--- config.mk ---
export PLATFORM = sky130hd
export DESIGN_NAME = async_serial_receiver
export DESIGN_NICKNAME = d
export VERILOG_FILES = /design/src/common/async_rx_pkg.sv /design/src/rtl/rx_char_fifo.sv /design/src/rtl/async_serial_receiver.sv
export VERILOG_INCLUDE_DIRS = /design/src /design/src/common
export SDC_FILE = /design/constraint.sdc
export NUM_CORES = 1
export LEC_CHECK = 0
export ABC_CLOCK_PERIOD_IN_PS = 3600
export BUFFER_PORTS_ARGS = -buffer_cell sky130_fd_sc_hd__buf_4
export CAP_MARGIN = 20
export CORE_MARGIN = 1
export CORE_UTILIZATION = 59
export CTS_CLUSTER_DIAMETER = 150
export DETAILED_ROUTE_END_ITERATION = 8
export GPL_ROUTABILITY_DRIVEN = 1
export GPL_TIMING_DRIVEN = 0
export PLACE_DENSITY_LB_ADDON = 0.05
export SLEW_MARGIN = 20
export SYNTH_ARGS = -nofsm -noshare
export SYNTH_HDL_FRONTEND = slang
export SYNTH_SLANG_ARGS = --single-unit
--- constraint.sdc ---
create_clock -name clk -period 3.6 [get_ports clk]
set_input_delay 0.18 -clock clk [delete_from_list [all_inputs] [get_ports clk]]
set_output_delay 0.18 -clock clk [all_outputs]
set_load 0.05 [all_outputs]
--- src/common/async_rx_consts.svh ---
// Constants of the asynchronous serial receiver
`ifndef ASYNC_RX_CONSTS_SVH
`define ASYNC_RX_CONSTS_SVH

`define RX_DATA_W          9
`define RX_FIFO_DEPTH      2
`define RX_FIFO_ENTRY_W    10
`define RX_LAST_PHASE      4'hF
`define RX_VOTE_FIRST      4'h7
`define RX_VOTE_MID        4'h8
`define RX_VOTE_LAST       4'h9
`define RX_BITS_EIGHT      4'h8
`define RX_BITS_NINE       4'h9
`define RX_PRESCALE_SLOW   2'h3
`define RX_PRESCALE_FAST   2'h0
`define RX_LINE_IDLE       1'b1
`define RX_DIVISOR_RESET   16'h0000
`define RX_DATA_RESET      9'h000

`endif

--- src/common/async_rx_pkg.sv ---
// Types shared by the asynchronous serial receiver files
package async_rx_pkg;

  typedef struct packed {
    logic       frameErr;
    logic [8:0] data;
  } rx_char_t;

  typedef struct packed {
    logic continuousReceiveEnable;
    logic syncModeSelect;
    logic serialPortEnable;
    logic nineBitEnable;
  } rx_ctrl_t;

  typedef struct packed {
    logic        highSpeedRateSelect;
    logic        wideRateGeneratorSelect;
    logic [15:0] rateDivisorValue;
  } rx_rate_t;

  typedef struct packed {
    logic receiveInterruptEnable;
    logic peripheralInterruptEnable;
    logic globalInterruptEnable;
  } rx_irq_en_t;

  typedef enum logic [3:0] {
    ST_IDLE  = 4'b0001,
    ST_START = 4'b0010,
    ST_DATA  = 4'b0100,
    ST_STOP  = 4'b1000
  } rx_state_t;

endpackage

--- src/rtl/rx_char_fifo.sv ---
// Small first-in first-out buffer with valid and ready on both sides
`timescale 1ns/1ps
module rx_char_fifo #(
  parameter int WIDTH = 10,
  parameter int DEPTH = 2
) (
  // Clock and reset
  input  wire logic             clk,
  input  wire logic             resetn,
  // Filling side
  input  wire logic             inValid,
  output logic                  inReady,
  input  wire logic [WIDTH-1:0] inData,
  // Draining side
  output logic                  outValid,
  input  wire logic             outReady,
  output logic [WIDTH-1:0]      outData
);

  localparam int PW = (DEPTH > 1) ? $clog2(DEPTH) : 1;
  localparam int CW = $clog2(DEPTH + 1);

  logic [WIDTH-1:0] mem [DEPTH];
  logic [PW-1:0]    wrPtr;
  logic [PW-1:0]    rdPtr;
  logic [CW-1:0]    count;
  wire              push;
  wire              pop;
  wire  [PW-1:0]    wrNext;
  wire  [PW-1:0]    rdNext;

  assign inReady  = (count != CW'(DEPTH));
  assign outValid = (count != '0);
  assign outData  = mem[rdPtr];
  assign push     = inValid & inReady;
  assign pop      = outValid & outReady;
  assign wrNext   = (wrPtr == PW'(DEPTH - 1)) ? '0 : wrPtr + 1'b1;
  assign rdNext   = (rdPtr == PW'(DEPTH - 1)) ? '0 : rdPtr + 1'b1;

  // Storage words, each written only when the write pointer selects it
  for (genvar i = 0; i < DEPTH; i++) begin : g_word
    always_ff @(posedge clk or negedge resetn) begin
      if (!resetn) begin
        mem[i] <= '0;
      end else if (push && wrPtr == PW'(i)) begin
        mem[i] <= inData;
      end
    end
  end

  always_ff @(posedge clk or negedge resetn) begin
    if (!resetn) begin
      wrPtr <= '0;
      rdPtr <= '0;
      count <= '0;
    end else begin
      if (push) begin
        wrPtr <= wrNext;
      end
      if (pop) begin
        rdPtr <= rdNext;
      end
      count <= count + CW'(push) - CW'(pop);
    end
  end

endmodule

--- src/rtl/async_serial_receiver.sv ---
// Asynchronous serial receiver with oversampling, two-entry FIFO and flags
`timescale 1ns/1ps
`include "async_rx_consts.svh"
module async_serial_receiver (
  // Clock and reset
  input  wire logic                      clk,
  input  wire logic                      resetn,
  // Receive line
  input  wire logic                      receiveLinePin,
  // Control
  input  wire async_rx_pkg::rx_ctrl_t    ctrl,
  input  wire async_rx_pkg::rx_rate_t    rate,
  input  wire async_rx_pkg::rx_irq_en_t  irqEn,
  input  wire logic                      overrunClear,
  // Data read port
  input  wire logic                      readStrobe,
  output logic [8:0]                     receiveData,
  output logic                           readFrameError,
  // Status
  output logic                           receivePendingFlag,
  output logic                           headFrameError,
  output logic                           overrunError,
  output logic                           receiveBusy,
  output logic                           interruptRequest
);

  function automatic logic majority3(input logic a, input logic b,
                                     input logic c);
    majority3 = (a & b) | (a & c) | (b & c);
  endfunction

  // Line synchroniser and edge detection
  logic rxMeta;
  logic rxSync;
  logic rxPrev;
  wire  fallingEdge;

  always_ff @(posedge clk or negedge resetn) begin
    if (!resetn) begin
      rxMeta <= `RX_LINE_IDLE;
      rxSync <= `RX_LINE_IDLE;
      rxPrev <= `RX_LINE_IDLE;
    end else begin
      rxMeta <= receiveLinePin;
      rxSync <= rxMeta;
      rxPrev <= rxSync;
    end
  end

  assign fallingEdge = rxPrev & ~rxSync;

  // Receiver enable
  wire enabled;
  assign enabled = ctrl.continuousReceiveEnable & ~ctrl.syncModeSelect
                 & ctrl.serialPortEnable;

  // Rate generator: one tick per sixteenth of a bit
  logic [1:0]  prescale;
  logic [15:0] divCount;
  wire         slowRate;
  wire  [1:0]  prescaleTop;
  wire         prescaleDone;
  wire         divDone;
  wire         tick;

  assign slowRate     = ~rate.highSpeedRateSelect
                      & ~rate.wideRateGeneratorSelect;
  assign prescaleTop  = slowRate ? `RX_PRESCALE_SLOW : `RX_PRESCALE_FAST;
  assign prescaleDone = (prescale >= prescaleTop);
  assign divDone      = (divCount >= rate.rateDivisorValue);
  assign tick         = enabled & prescaleDone & divDone;

  always_ff @(posedge clk or negedge resetn) begin
    if (!resetn) begin
      prescale <= 2'h0;
    end else if (!enabled || prescaleDone) begin
      prescale <= 2'h0;
    end else begin
      prescale <= prescale + 2'h1;
    end
  end

  always_ff @(posedge clk or negedge resetn) begin
    if (!resetn) begin
      divCount <= `RX_DIVISOR_RESET;
    end else if (!enabled || (prescaleDone && divDone)) begin
      divCount <= `RX_DIVISOR_RESET;
    end else if (prescaleDone) begin
      divCount <= divCount + 16'h0001;
    end
  end

  // Bit phase, votes and bit counter
  async_rx_pkg::rx_state_t state;
  async_rx_pkg::rx_state_t next_state;
  logic [3:0] phase;
  logic [1:0] votes;
  logic [3:0] bitIndex;
  logic [8:0] shiftReg;
  logic       stopFrameErr;
  wire        decide;
  wire        bitValue;
  wire        startEdge;
  wire  [3:0] bitsNeeded;
  wire        lastDataBit;

  assign startEdge   = enabled & fallingEdge & ~overrunError;
  assign decide      = tick & (phase == `RX_VOTE_LAST);
  assign bitValue    = majority3(votes[0], votes[1], rxSync);
  assign bitsNeeded  = ctrl.nineBitEnable ? `RX_BITS_NINE : `RX_BITS_EIGHT;
  assign lastDataBit = (bitIndex == bitsNeeded - 4'h1);

  // State and phase decodes
  wire inIdle;
  wire inStart;
  wire inData;
  wire inStop;
  wire atVoteFirst;
  wire atVoteMid;
  wire startOk;
  wire startBad;
  wire dataStep;

  assign inIdle      = (state == async_rx_pkg::ST_IDLE);
  assign inStart     = (state == async_rx_pkg::ST_START);
  assign inData      = (state == async_rx_pkg::ST_DATA);
  assign inStop      = (state == async_rx_pkg::ST_STOP);
  assign atVoteFirst = (phase == `RX_VOTE_FIRST);
  assign atVoteMid   = (phase == `RX_VOTE_MID);
  assign startOk     = inStart & decide & ~bitValue;
  assign startBad    = inStart & decide & bitValue;
  assign dataStep    = inData & decide;

  always_ff @(posedge clk or negedge resetn) begin
    if (!resetn) begin
      phase <= 4'h0;
    end else if (inIdle) begin
      phase <= 4'h0;
    end else if (tick) begin
      phase <= phase + 4'h1;
    end
  end

  always_ff @(posedge clk or negedge resetn) begin
    if (!resetn) begin
      votes <= 2'h0;
    end else if (tick && (atVoteFirst || atVoteMid)) begin
      votes <= {votes[0], rxSync};
    end
  end

  // Receiver sequence
  always_comb begin
    next_state = state;
    case (state)
      async_rx_pkg::ST_IDLE: begin
        if (startEdge) begin
          next_state = async_rx_pkg::ST_START;
        end
      end
      async_rx_pkg::ST_START: begin
        if (startBad) begin
          next_state = async_rx_pkg::ST_IDLE;
        end else if (startOk) begin
          next_state = async_rx_pkg::ST_DATA;
        end
      end
      async_rx_pkg::ST_DATA: begin
        if (decide && lastDataBit) begin
          next_state = async_rx_pkg::ST_STOP;
        end
      end
      async_rx_pkg::ST_STOP: begin
        if (decide) begin
          next_state = async_rx_pkg::ST_IDLE;
        end
      end
      default: begin
        next_state = async_rx_pkg::ST_IDLE;
      end
    endcase
    if (!enabled) begin
      next_state = async_rx_pkg::ST_IDLE;
    end
  end

  always_ff @(posedge clk or negedge resetn) begin
    if (!resetn) begin
      state <= async_rx_pkg::ST_IDLE;
    end else begin
      state <= next_state;
    end
  end

  // Character shift register, one step per data bit
  always_ff @(posedge clk or negedge resetn) begin
    if (!resetn) begin
      bitIndex <= 4'h0;
      shiftReg <= `RX_DATA_RESET;
    end else if (inStart) begin
      bitIndex <= 4'h0;
      shiftReg <= `RX_DATA_RESET;
    end else if (dataStep) begin
      bitIndex           <= bitIndex + 4'h1;
      shiftReg[bitIndex] <= bitValue;
    end
  end

  // Completed character towards the FIFO
  wire                     charDone;
  wire                     fifoInReady;
  wire                     fifoOutValid;
  async_rx_pkg::rx_char_t  newChar;
  async_rx_pkg::rx_char_t  headChar;
  wire                     pushChar;
  wire                     popChar;

  assign charDone = inStop & decide;
  assign stopFrameErr = ~bitValue;
  assign newChar.frameErr = stopFrameErr;
  assign newChar.data = shiftReg;
  assign pushChar = charDone & fifoInReady & ~overrunError;
  assign popChar  = readStrobe & fifoOutValid;

  rx_char_fifo #(
    .WIDTH (`RX_FIFO_ENTRY_W),
    .DEPTH (`RX_FIFO_DEPTH)
  ) u_fifo (
    .clk      (clk),
    .resetn   (resetn),
    .inValid  (pushChar),
    .inReady  (fifoInReady),
    .inData   (newChar),
    .outValid (fifoOutValid),
    .outReady (popChar),
    .outData  (headChar)
  );

  // Overrun: set wins over clear; dropping receive enable also clears
  wire overrunSet;
  wire overrunClr;
  assign overrunSet = charDone & ~fifoInReady;
  assign overrunClr = overrunClear | ~ctrl.continuousReceiveEnable;

  always_ff @(posedge clk or negedge resetn) begin
    if (!resetn) begin
      overrunError <= 1'b0;
    end else if (overrunSet) begin
      overrunError <= 1'b1;
    end else if (overrunClr) begin
      overrunError <= 1'b0;
    end
  end

  // Read port and status outputs
  wire pendingNow;
  assign pendingNow = enabled & fifoOutValid;

  always_ff @(posedge clk or negedge resetn) begin
    if (!resetn) begin
      receiveData    <= `RX_DATA_RESET;
      readFrameError <= 1'b0;
    end else if (popChar) begin
      receiveData    <= headChar.data;
      readFrameError <= headChar.frameErr;
    end
  end

  always_ff @(posedge clk or negedge resetn) begin
    if (!resetn) begin
      receivePendingFlag <= 1'b0;
      headFrameError     <= 1'b0;
      receiveBusy        <= 1'b0;
      interruptRequest   <= 1'b0;
    end else begin
      receivePendingFlag <= pendingNow;
      headFrameError     <= fifoOutValid & headChar.frameErr;
      receiveBusy        <= (next_state != async_rx_pkg::ST_IDLE);
      interruptRequest   <= pendingNow & irqEn.receiveInterruptEnable
                          & irqEn.peripheralInterruptEnable
                          & irqEn.globalInterruptEnable;
    end
  end

endmodule

== After elaboration in Yosys (flattened, before gate mapping) ==
Index checks and enable logic that the tools add are counted.

* Flip-flop bits (word level): 83
* Input bits: 30
* Output and inout bits: 15
* Word-level logic and storage cells: 130

* Add/subtract/negate cells: 9
* Order comparisons: 5
* Eq/ne operators: 10
* Mux-type cells: 28
* Bitwise logic cells: 41
* Reductions and logical operators: 15

{| class="wikitable"
|+ Operators by type and width
! cell !! number
|-
| $mux W4 || 10
|-
| $mux W16 || 2
|-
| $mux W10 || 3
|-
| $and A1 B1 Y1 || 28
|-
| $mux W9 || 2
|-
| $add A16 B1 Y16 const B || 1
|-
| $ge A16 B16 Y1 || 1
|-
| $pmux W4 S4 || 1
|-
| $eq A4 B4 Y1 const B || 3
|-
| $reduce_bool A2 Y1 || 5
|-
| $bwmux W9 || 1
|-
| $not A1 Y1 || 9
|-
| $add A4 B1 Y4 const B || 2
|-
| $eq A4 B3 Y1 const B || 2
|-
| $logic_and A1 B1 Y1 || 6
|-
| $mux W1 || 6
|-
| $lt A4 B5 Y1 const B || 1
|-
| $demux W1 S4 || 1
|-
| $eq A4 B1 Y1 const B || 1
|-
| $eq A4 B2 Y1 const B || 1
|-
| $eq A4 B4 Y1 || 1
|-
| $ge A4 B1 Y1 const B || 1
|-
| $mux W2 || 2
|-
| $ne A4 B1 Y1 const B || 1
|-
| 12 further kinds || 17
|}

== Longest topological paths before layout ==
Gate-level depths: netlist of run 1.

* Depth after elaboration: 14
* Depth in mapped cells: 11
* Mapped depth without buffers: 11

== By module ==
A second synthesis of run 1 with hierarchy kept.

* Cell total of the unflattened synthesis: 423
* Area, all modules: 4742.0 um^2

{| class="wikitable"
|+ Modules (own cells, without submodules)
! module !! times used !! cells an instance !! area each (um^2) !! seq. area each (um^2)
|-
| async_serial_receiver || 1 || 347 || 3631.0 || 1481.4
|-
| rx_char_fifo || 1 || 76 || 1111.1 || 600.6
|}

== Worst setup path before layout of run 1 ==
No wires, ideal clock.

* Path type: flip-flop to flip-flop
* Start: register divCount[13]
* End: register u_fifo.count[1]
* Data arrival time: 2389 ps
* Data required time: 3477 ps
* Path slack: 1088 ps
* Cell stages (with the launch flop): 10
* Path buffers: 0
* Cell sequence: dfrtp_1 > ha_1 > a21o_1 > a21o_1 > a2111o_1 > o31a_1 > and2_1 > ha_1 > xnor2_1 > xnor2_1

* Longest elaborated chain between the ends: 9

{| class="wikitable"
|+ RTL lines
! element !! line !! RTL
|-
| start, declared || async_serial_receiver.sv:59 || <nowiki>logic [15:0] divCount;</nowiki>
|-
| start signal, assigned || async_serial_receiver.sv:85 || <nowiki>divCount <= `RX_DIVISOR_RESET;</nowiki>
|-
| start signal, assigned || async_serial_receiver.sv:87 || <nowiki>divCount <= `RX_DIVISOR_RESET;</nowiki>
|-
| start signal, assigned || async_serial_receiver.sv:89 || <nowiki>divCount <= divCount + 16'h0001;</nowiki>
|-
| $ge A16 B16 Y1 || async_serial_receiver.sv:70 || <nowiki>assign divDone = (divCount >= rate.rateDivisorValue);</nowiki>
|-
| $and A1 B1 Y1 || async_serial_receiver.sv:71 || <nowiki>assign tick = enabled & prescaleDone & divDone;</nowiki>
|-
| $and A1 B1 Y1 || async_serial_receiver.sv:108 || <nowiki>assign decide = tick & (phase == `RX_VOTE_LAST);</nowiki>
|-
| $and A1 B1 Y1 || async_serial_receiver.sv:218 || <nowiki>assign charDone = inStop & decide;</nowiki>
|-
| $and A1 B1 Y1 (2 in series) || async_serial_receiver.sv:222 || <nowiki>assign pushChar = charDone & fifoInReady & ~overrunError;</nowiki>
|-
| $and A1 B1 Y1 || rx_char_fifo.sv:35 || <nowiki>assign push = inValid & inReady;</nowiki>
|-
| $add A2 B1 Y2 || rx_char_fifo.sv:63 || <nowiki>count <= count + CW'(push) - CW'(pop);</nowiki>
|-
| $sub A2 B1 Y2 || rx_char_fifo.sv:63 ||
|-
| end signal, assigned || rx_char_fifo.sv:63 ||
|-
| end, declared || rx_char_fifo.sv:26 || <nowiki>logic [CW-1:0] count;</nowiki>
|}

Every way passes these cells.
A chain may end at the register's enable or synchronous reset.

== Final worst setup path of run 1 ==
* Start: register divCount[13]
* End: register divCount[5]

* Longest elaborated chain between the ends: 4
* Elaborated cells on any way between the ends: 5
* Classes of those cells: order compare: 1; mux: 1; reduce/logical: 3

{| class="wikitable"
|+ RTL lines
! element !! line !! RTL
|-
| $ge A16 B16 Y1 * || async_serial_receiver.sv:70 ||
|-
| $logic_and A1 B1 Y1 * || async_serial_receiver.sv:86 || <nowiki>end else if (!enabled || (prescaleDone && divDone)) begin</nowiki>
|-
| $logic_or A1 B1 Y1 * || async_serial_receiver.sv:86 ||
|-
| $mux W16 or $reduce_bool A2 Y1 (tied branches) || - ||
|}

Mark *: on every way between the ends. The rest lies on a longest branch, timed or not.

==> results.yml, run 1 <==
sta:
  holdWs_ns: 0.103
  fin_crit_sh: 0.752
  skew_ns: 0.00952
  slew_headroom: 0.198
  setup-tns-final_ns: 0
  drv_slew: 0
  final-hold-violation-count: 0
  fmax_ghz: 0.369
  rsz0062_at_grt: "false"
  worst_slew_pin_slew_ns: 1.19
  final-setup-viol-count: 0
  min_period_ns: 2.71
routing:
  drc_errors: 0
  firstDrtPassIters: 4
  initialDrtViolationCount: 159
  ant_nets: 0
  num_vias: 3242
  viasPerCell: 5.65
  wl_um: 8750
  routedWlPerCell_um: 15.2
grt:
  grt_pass1_wl_um: 14400
  grt_overflow_total: 0
  grt_pass1_vias: 3075
  gr-usage-all-layers: 0.246
  grt_max_degree: 84
  antenna_found_initial: 0
floorplan:
  dieWidth_um: 88.0
  die_y_um: 88.0
  die_area_um2: 7750
  ios: 45
  rows: 30
  coreArea_um2: 6980
  start_util: 0.625
synthesis:
  avgSynthCellArea_um2: 10.5
  ys_seq_area_frac: 0.477
  syn_area_um2: 4370
  ys_types: 51
  synth_nets: 473
  synth_top_cells_by_area: "dfrtp_1, ha_1, mux2i_1"
  synthCells: 415
  synth_enable_flop_cells: 0
  synth.top_cell.area_share: 0.453
  ys.flop_type: "dfrtp_1"
  synthArstFlopShare: 1.00
  yosys_warnings: 0
  post-synth-top-area-cell: "dfrtp_1"
  synth_seq_cells: 83
worst_setup_path:
  worstPathRequired_ns: 3.83
  critPathArrivalTime_ns: 2.94
  crit_family: "simple AND/OR/NAND/NOR gates"
  critPathKind: "reg2reg"
  r2r_cells: 8
  r2r-end: "divCount[5]"
  max_stage_delay_ns: 0.43
  critPathLaunch: "divCount[13]"
  crit_slowest_cell: "dfrtp_1"
  cpMostUsedCell: "nor3_2"
  crit_fanout: 10
  startpoint_type: "flip-flop"
  cp_cell_sequence: "ha_1 -> nand4_1 -> nor3_2 -> nor4b_4 -> nor3_2 -> o21ai_1 -> clkbuf_1 -> nor2_1"
  r2r_slack_ns: 0.89
  crit_path_end_kind: "flip-flop"
  crit_end: "divCount[5]"
  worstSetupPathDepth: 8
  cp.buffers_inverters: 1
  reg2reg_from: "divCount[13]"
layout:
  mostFrequentLayoutCells: "dfrtp_1, nand2_1, buf_4"
  drive_gt1_frac: 0.205
  layout.nets: 531
  syn2layout_area_growth_pct: 15.8
  antenna_cells: 0
  stdcell_count: 574
  final_common_cell: "dfrtp_1"
  fin_util: 0.725
pwr:
  power_density_nw_per_um2: 395
  ir_drop_mv: 0.283
  power_leakage_nw: 2.37
placed_design:
  hpwl_um: 6120
  dp_cells: 555
  gp_congestion: 0.818
  io_buffers: 44
clocking:
  cts_tree: "built"
  cts.path.max_buffers: 2
  clk-insertion-delay-late_ns: 0.36
  cts_resized: 0
  clock_sinks: 83
  ctsHtreeMaxLevel: 3
  numCtsBuffers: 9
  clk_pin_slew_ns: 0.08
  cts_root_buf: "clkbuf_8"
status:
  outcome: "complete, no violations"
job:
  maxCapViolCount: 0
worst_hold_path:
  hold_class: "in2reg"
==> Yosys cell counts, types with 2 or more instances <==
master	n
a21o_1	3
a21oi_1	20
a31oi_1	3
and2_1	2
and3_1	3
and4_1	3
buf_2	2
buf_6	2
clkbuf_1	7
dfrtp_1	79
dfstp_2	4
ha_1	28
inv_1	28
mux2_2	11
mux2_4	9
mux2i_1	20
nand2_1	48
nand2b_1	2
nand3_1	8
nand3b_1	3
nand4_1	8
nor2_1	32
nor2b_1	3
nor3_1	6
nor3_2	2
nor3b_1	2
nor4_1	8
nor4b_1	3
o21a_1	2
o21ai_0	18
o31ai_1	3
or3_1	3
or4_1	4
or4b_2	2
xnor2_1	9
xor2_1	10
==> per-layer routing <==
layer / GRT usage / wire (µm) / part of all wire
met1: 0.338 / 4200 / 0.48
met5: 0 / 0 / 0
met2: 0.400 / 4090 / 0.47
met3: 0.0462 / 352 / 0.040
met4: 0.0748 / 106 / 0.012
==> how the worst min path moves through the flow <==
stage	endpoint	depth (start not counted)	slack, ns	from
after floorplan	bitIndex[0]	0	-0.12	resetn
after global placement	rxMeta	1	0.29	receiveLinePin
after detailed placement	rxMeta	1	0.29	receiveLinePin
after CTS	receiveData[5]	1	0.03	resetn
after global routing	interruptRequest	2	0.1	irqEn[2]
final	interruptRequest	2	0.10	irqEn[2]
==> kinds of logic (layout without fill, tap and decap cells) <==
kind of cell    count (synthesis)  in the layout  share of synthesized area
compound gates                 57             57                     0.0811
xor+xnor                       19             19                     0.0381
fa+ha+maj                      29             29                     0.0825
buf+inv                        40            103                     0.0384
flops                          83             83                      0.477
mux                            40             40                      0.105
simple gates                  147            147                      0.178
==> report_power, final <==
part           leakage [nW]  internal, W  switching (W)
clock                 0.102     0.000333       0.000369
combinational          1.18     0.000114       0.000184
sequential             1.09     0.000972      0.0000275
==> worst register-to-register path, cell delays in order, from the launching register on <==
cell and delay (ns):
dfrtp_1 0.43, ha_1 0.31, nand4_1 0.16, nor3_2 0.26, nor4b_4 0.38, nor3_2 0.15
o21ai_1 0.37, clkbuf_1 0.40, nor2_1 0.11
==> stage by stage <==
| stage | power, W | setup slack [ns] | area [µm²] |
|---|---|---|---|
| after floorplan | 0.00120 | 1.09 | 4370 |
| after global placement | 0.00130 | 0.967 | 4820 |
| after detailed placement | 0.00131 | 0.931 | 4820 |
| after CTS | 0.00201 | 0.904 | 5040 |
| after global routing | 0.00209 | 0.683 | 5060 |
| final | 0.00200 | 0.893 | 5060 |
==> flip-flops by register name, indices dropped and copies added (netlist names), 2 cells and up <==
| signal | flops |
|---|---|
| divCount | 16 |
| votes | 2 |
| phase | 4 |
| receiveData | 9 |
| bitIndex | 4 |
| state | 4 |
| u_fifo.mem | 20 |
| shiftReg | 9 |
| prescale | 2 |
| u_fifo.count | 2 |
==> final cells by class <==
type                       count  area [µm²]
fill                         546        1920
clock buffer                   9         124
tap                           96         120
clock inverter                 7        83.8
inverter                      28         105
sequential                    83        2080
timing repair buffer          47         364
buffer                        12        62.6
multi-input combinational    292        2120
==> timing repair <==
item                      CTS  global route
hold buffers                2             1
hold endpoints to repair    2            79
buffers inserted            0             0
(Power assumes the default switching activity.)
==> inputs of run 2 (changes only) <==
ABC_AREA = 1   (was not set)
ABC_CLOCK_PERIOD_IN_PS = 2400   (was 3600)
CORE_UTILIZATION = 54   (was 59)
clock period = 2.4 ns   (was 3.6 ns; I/O delays follow)
==> results.yml, run 2 <==
pwr:
  combPwrFrac: 0.230
  switching_share: 0.340
  p_switching_w: 0.00109
  power_density_nw_per_um2: 610
  power_leakage_nw: 2.75
  pwr-share-clk: 0.291
  power_w: 0.00322
  ir_drop_mv: 0.326
  seqPwrFrac: 0.479
  internal-power_w: 0.00212
synthesis:
  synth_compound_area_frac: 0.0849
  synthMuxAreaShare: 0.00219
  synthSimpleGateAreaFrac: 0.265
  synth_xor_area_frac: 0.0230
  synthCells: 563
  synth.top_cell.area_share: 0.433
  synth_nets: 621
  synth_top_cells_by_area: "dfrtp_1, nand2_1, ha_1"
  synthAdderAreaFrac: 0.0767
  yosys_warnings: 0
  post-synth-top-area-cell: "dfrtp_1"
  synth_seq_cells: 83
  synth_top_family_by_area: "simple AND/OR/NAND/NOR gates"
  ys.flop_type: "dfrtp_1"
  avgSynthCellArea_um2: 8.12
  synth.most_common_cell: "nand2_1"
  ys_seq_area_frac: 0.456
  synth.top_cells.by_count: "nand2_1, inv_1, dfrtp_1, nor2_1, o21ai_0"
  ys_types: 39
  synth_enable_flop_cells: 0
  syn_area_um2: 4570
  synthArstFlopShare: 1.00
layout:
  largest_reg_flops: 20
  fin_util: 0.642
  top_register: "u_fifo.mem"
  multi_input_area_um2: 2070
  fillers: 715
  mostFrequentLayoutCells: "nand2_1, inv_1, dfrtp_1"
  reg_top3: "u_fifo.mem (20), divCount (16)"
  seq_area_um2: 2080
  drive_gt1_frac: 0.153
  antenna_cells: 0
  syn2layout_area_growth_pct: 15.4
  design_area_um2: 5270
  layout.nets: 681
  final_common_cell: "nand2_1"
grt:
  grt_overflow_total: 0
  grt_pass1_vias: 3656
  grt_max_degree: 84
  grt_pass1_wl_um: 16000
  gr-usage-all-layers: 0.232
  antenna_found_initial: 0
sta:
  worst_slew_pin_slew_ns: 0.759
  setup-tns-final_ns: 0
  drv_slew: 0
  slew_headroom: 0.494
  min_period_ns: 2.19
  fmax_ghz: 0.458
  fin_crit_sh: 0.911
  skew_ns: 0.0108
  rsz0062_at_grt: "false"
  final-setup-viol-count: 0
  final-hold-violation-count: 0
worst_setup_path:
  crit_family: "compound AO/OA/AOI/OAI gates"
  critPathArrivalTime_ns: 2.47
  crit_path_end_kind: "flip-flop"
  worstPathRequired_ns: 2.68
  crit_slowest_cell: "dfrtp_1"
  startpoint_type: "flip-flop"
  cp.buffers_inverters: 2
  crit_fanout: 10
  max_stage_delay_ns: 0.44
  critPathKind: "reg2reg"
  cp_cell_sequence: "ha_1 -> a21oi_1 -> o21ai_1 -> a21oi_2 -> nand2_4 -> o21ai_4 -> inv_2 -> buf_2 -> nor3_2"
floorplan:
  die_area_um2: 8830
  die_y_um: 94.0
  rows: 33
  dieWidth_um: 94.0
  coreArea_um2: 8220
  ios: 45
  start_util: 0.556
job:
  maxCapViolCount: 0
clocking:
  clk_pin_slew_ns: 0.09
  cts_root_buf: "clkbuf_8"
  cts.path.max_buffers: 2
  clk-insertion-delay-late_ns: 0.36
  postCtsSetupBuffers: 0
  ctsHtreeMaxLevel: 3
  clock_sinks: 83
  cts_tree: "built"
  numCtsBuffers: 9
routing:
  routedWlPerCell_um: 12.5
  ant_nets: 0
  viasPerCell: 5.08
  firstDrtPassIters: 4
  initialDrtViolationCount: 134
  wl_um: 9150
  drc_errors: 0
  num_vias: 3727
placed_design:
  io_buffers: 44
  hpwl_um: 6840
  gp_congestion: 0.831
  place_area_um2: 5030
worst_hold_path:
  hold_class: "in2reg"
status:
  outcome: "complete, no violations"
## run 2: changes by cell type after synthesis, sizes merged, moves of 8 or more
cell / change
nand2: +95
o21ai: +26
nand4: +8
mux2i: -19
nor2: +19
nor4: -8
nand3: +31
mux2: -20
inv: +59
## run 2: worst reg2reg max path: stages (launching register included)
cell and delay (ns):
dfrtp_1 0.44, ha_1 0.32, a21oi_1 0.18, o21ai_1 0.10, a21oi_2 0.24, nand2_4 0.14, o21ai_4 0.27, inv_2 0.06
buf_2 0.20, nor3_2 0.17
## run 2: timing repair
item / in CTS / in global routing
resized for setup: 0 / 1
hold buffers: 5 / 0
setup endpoints to repair: 0 / 3
endpoints found under the hold margin: 81 / 0
## run 2: logic make-up after synthesis
logic type                 count (synthesis)
DFF                                       83
adders and majority gates                 28
AOI/OAI and AO/OA                         71
muxes                                      1
and+or+nand+nor                          265
buffers and inverters                    103
xor gates and xnor gates                  12
## run 2: per-layer routing
layer,vias up,track usage,share of wire
met5,-,0,0
met4,0,0.0859,0.014
met3,11,0.0316,0.027
met2,59,0.398,0.47
met1,1735,0.299,0.49
li1,1922,-,-
## run 2: path summary, 6_finish.rpt
kind                             start  slack (ns)              to  depth (start not counted)
setup / recovery           divCount[9]        0.21    divCount[10]                          9
hold / removal                 ctrl[3]        0.05    overrunError                          3
setup reg to reg           divCount[9]        0.21    divCount[10]                          9
hold reg to reg                 rxMeta        0.37          rxSync                          0
max in group asynchronous       resetn        1.52  receiveData[4]                          2
min in group asynchronous       resetn        0.34     divCount[9]                          2
## run 2: power groups by stage
stage | Clock (W) | Combinational (W) | Sequential, W
after floorplan | 0 | 0.000302 | 0.00176
after global placement | 0 | 0.000724 | 0.00156
after detailed placement | 0 | 0.000737 | 0.00157
after CTS | 0.000963 | 0.000745 | 0.00154
after global routing | 0.00102 | 0.000824 | 0.00155
final | 0.000937 | 0.000739 | 0.00154
## run 2: layout make-up
| cell class | count | share of cell area |
|---|---|---|
| sequential | 83 | 0.395 |
| clock buffer | 9 | 0.0235 |
| tap | 105 | 0.0249 |
| buffer | 16 | 0.0185 |
| timing repair buffer | 49 | 0.0728 |
| multi-input combinational | 377 | 0.392 |
| clock inverter | 7 | 0.0114 |
| inverter | 87 | 0.0619 |
## run 2: per-stage QoR
step | worst slack, ns | hold slack [ns] | cells
after global routing | 0.0554 | 0.0546 | 733
final | 0.214 | 0.0474 | 733
after floorplan | 0.471 | -0.176 | 563
after CTS | 0.155 | 0.0380 | 733
after detailed placement | 0.199 | 0.234 | 712
after global placement | 0.234 | 0.230 | 712
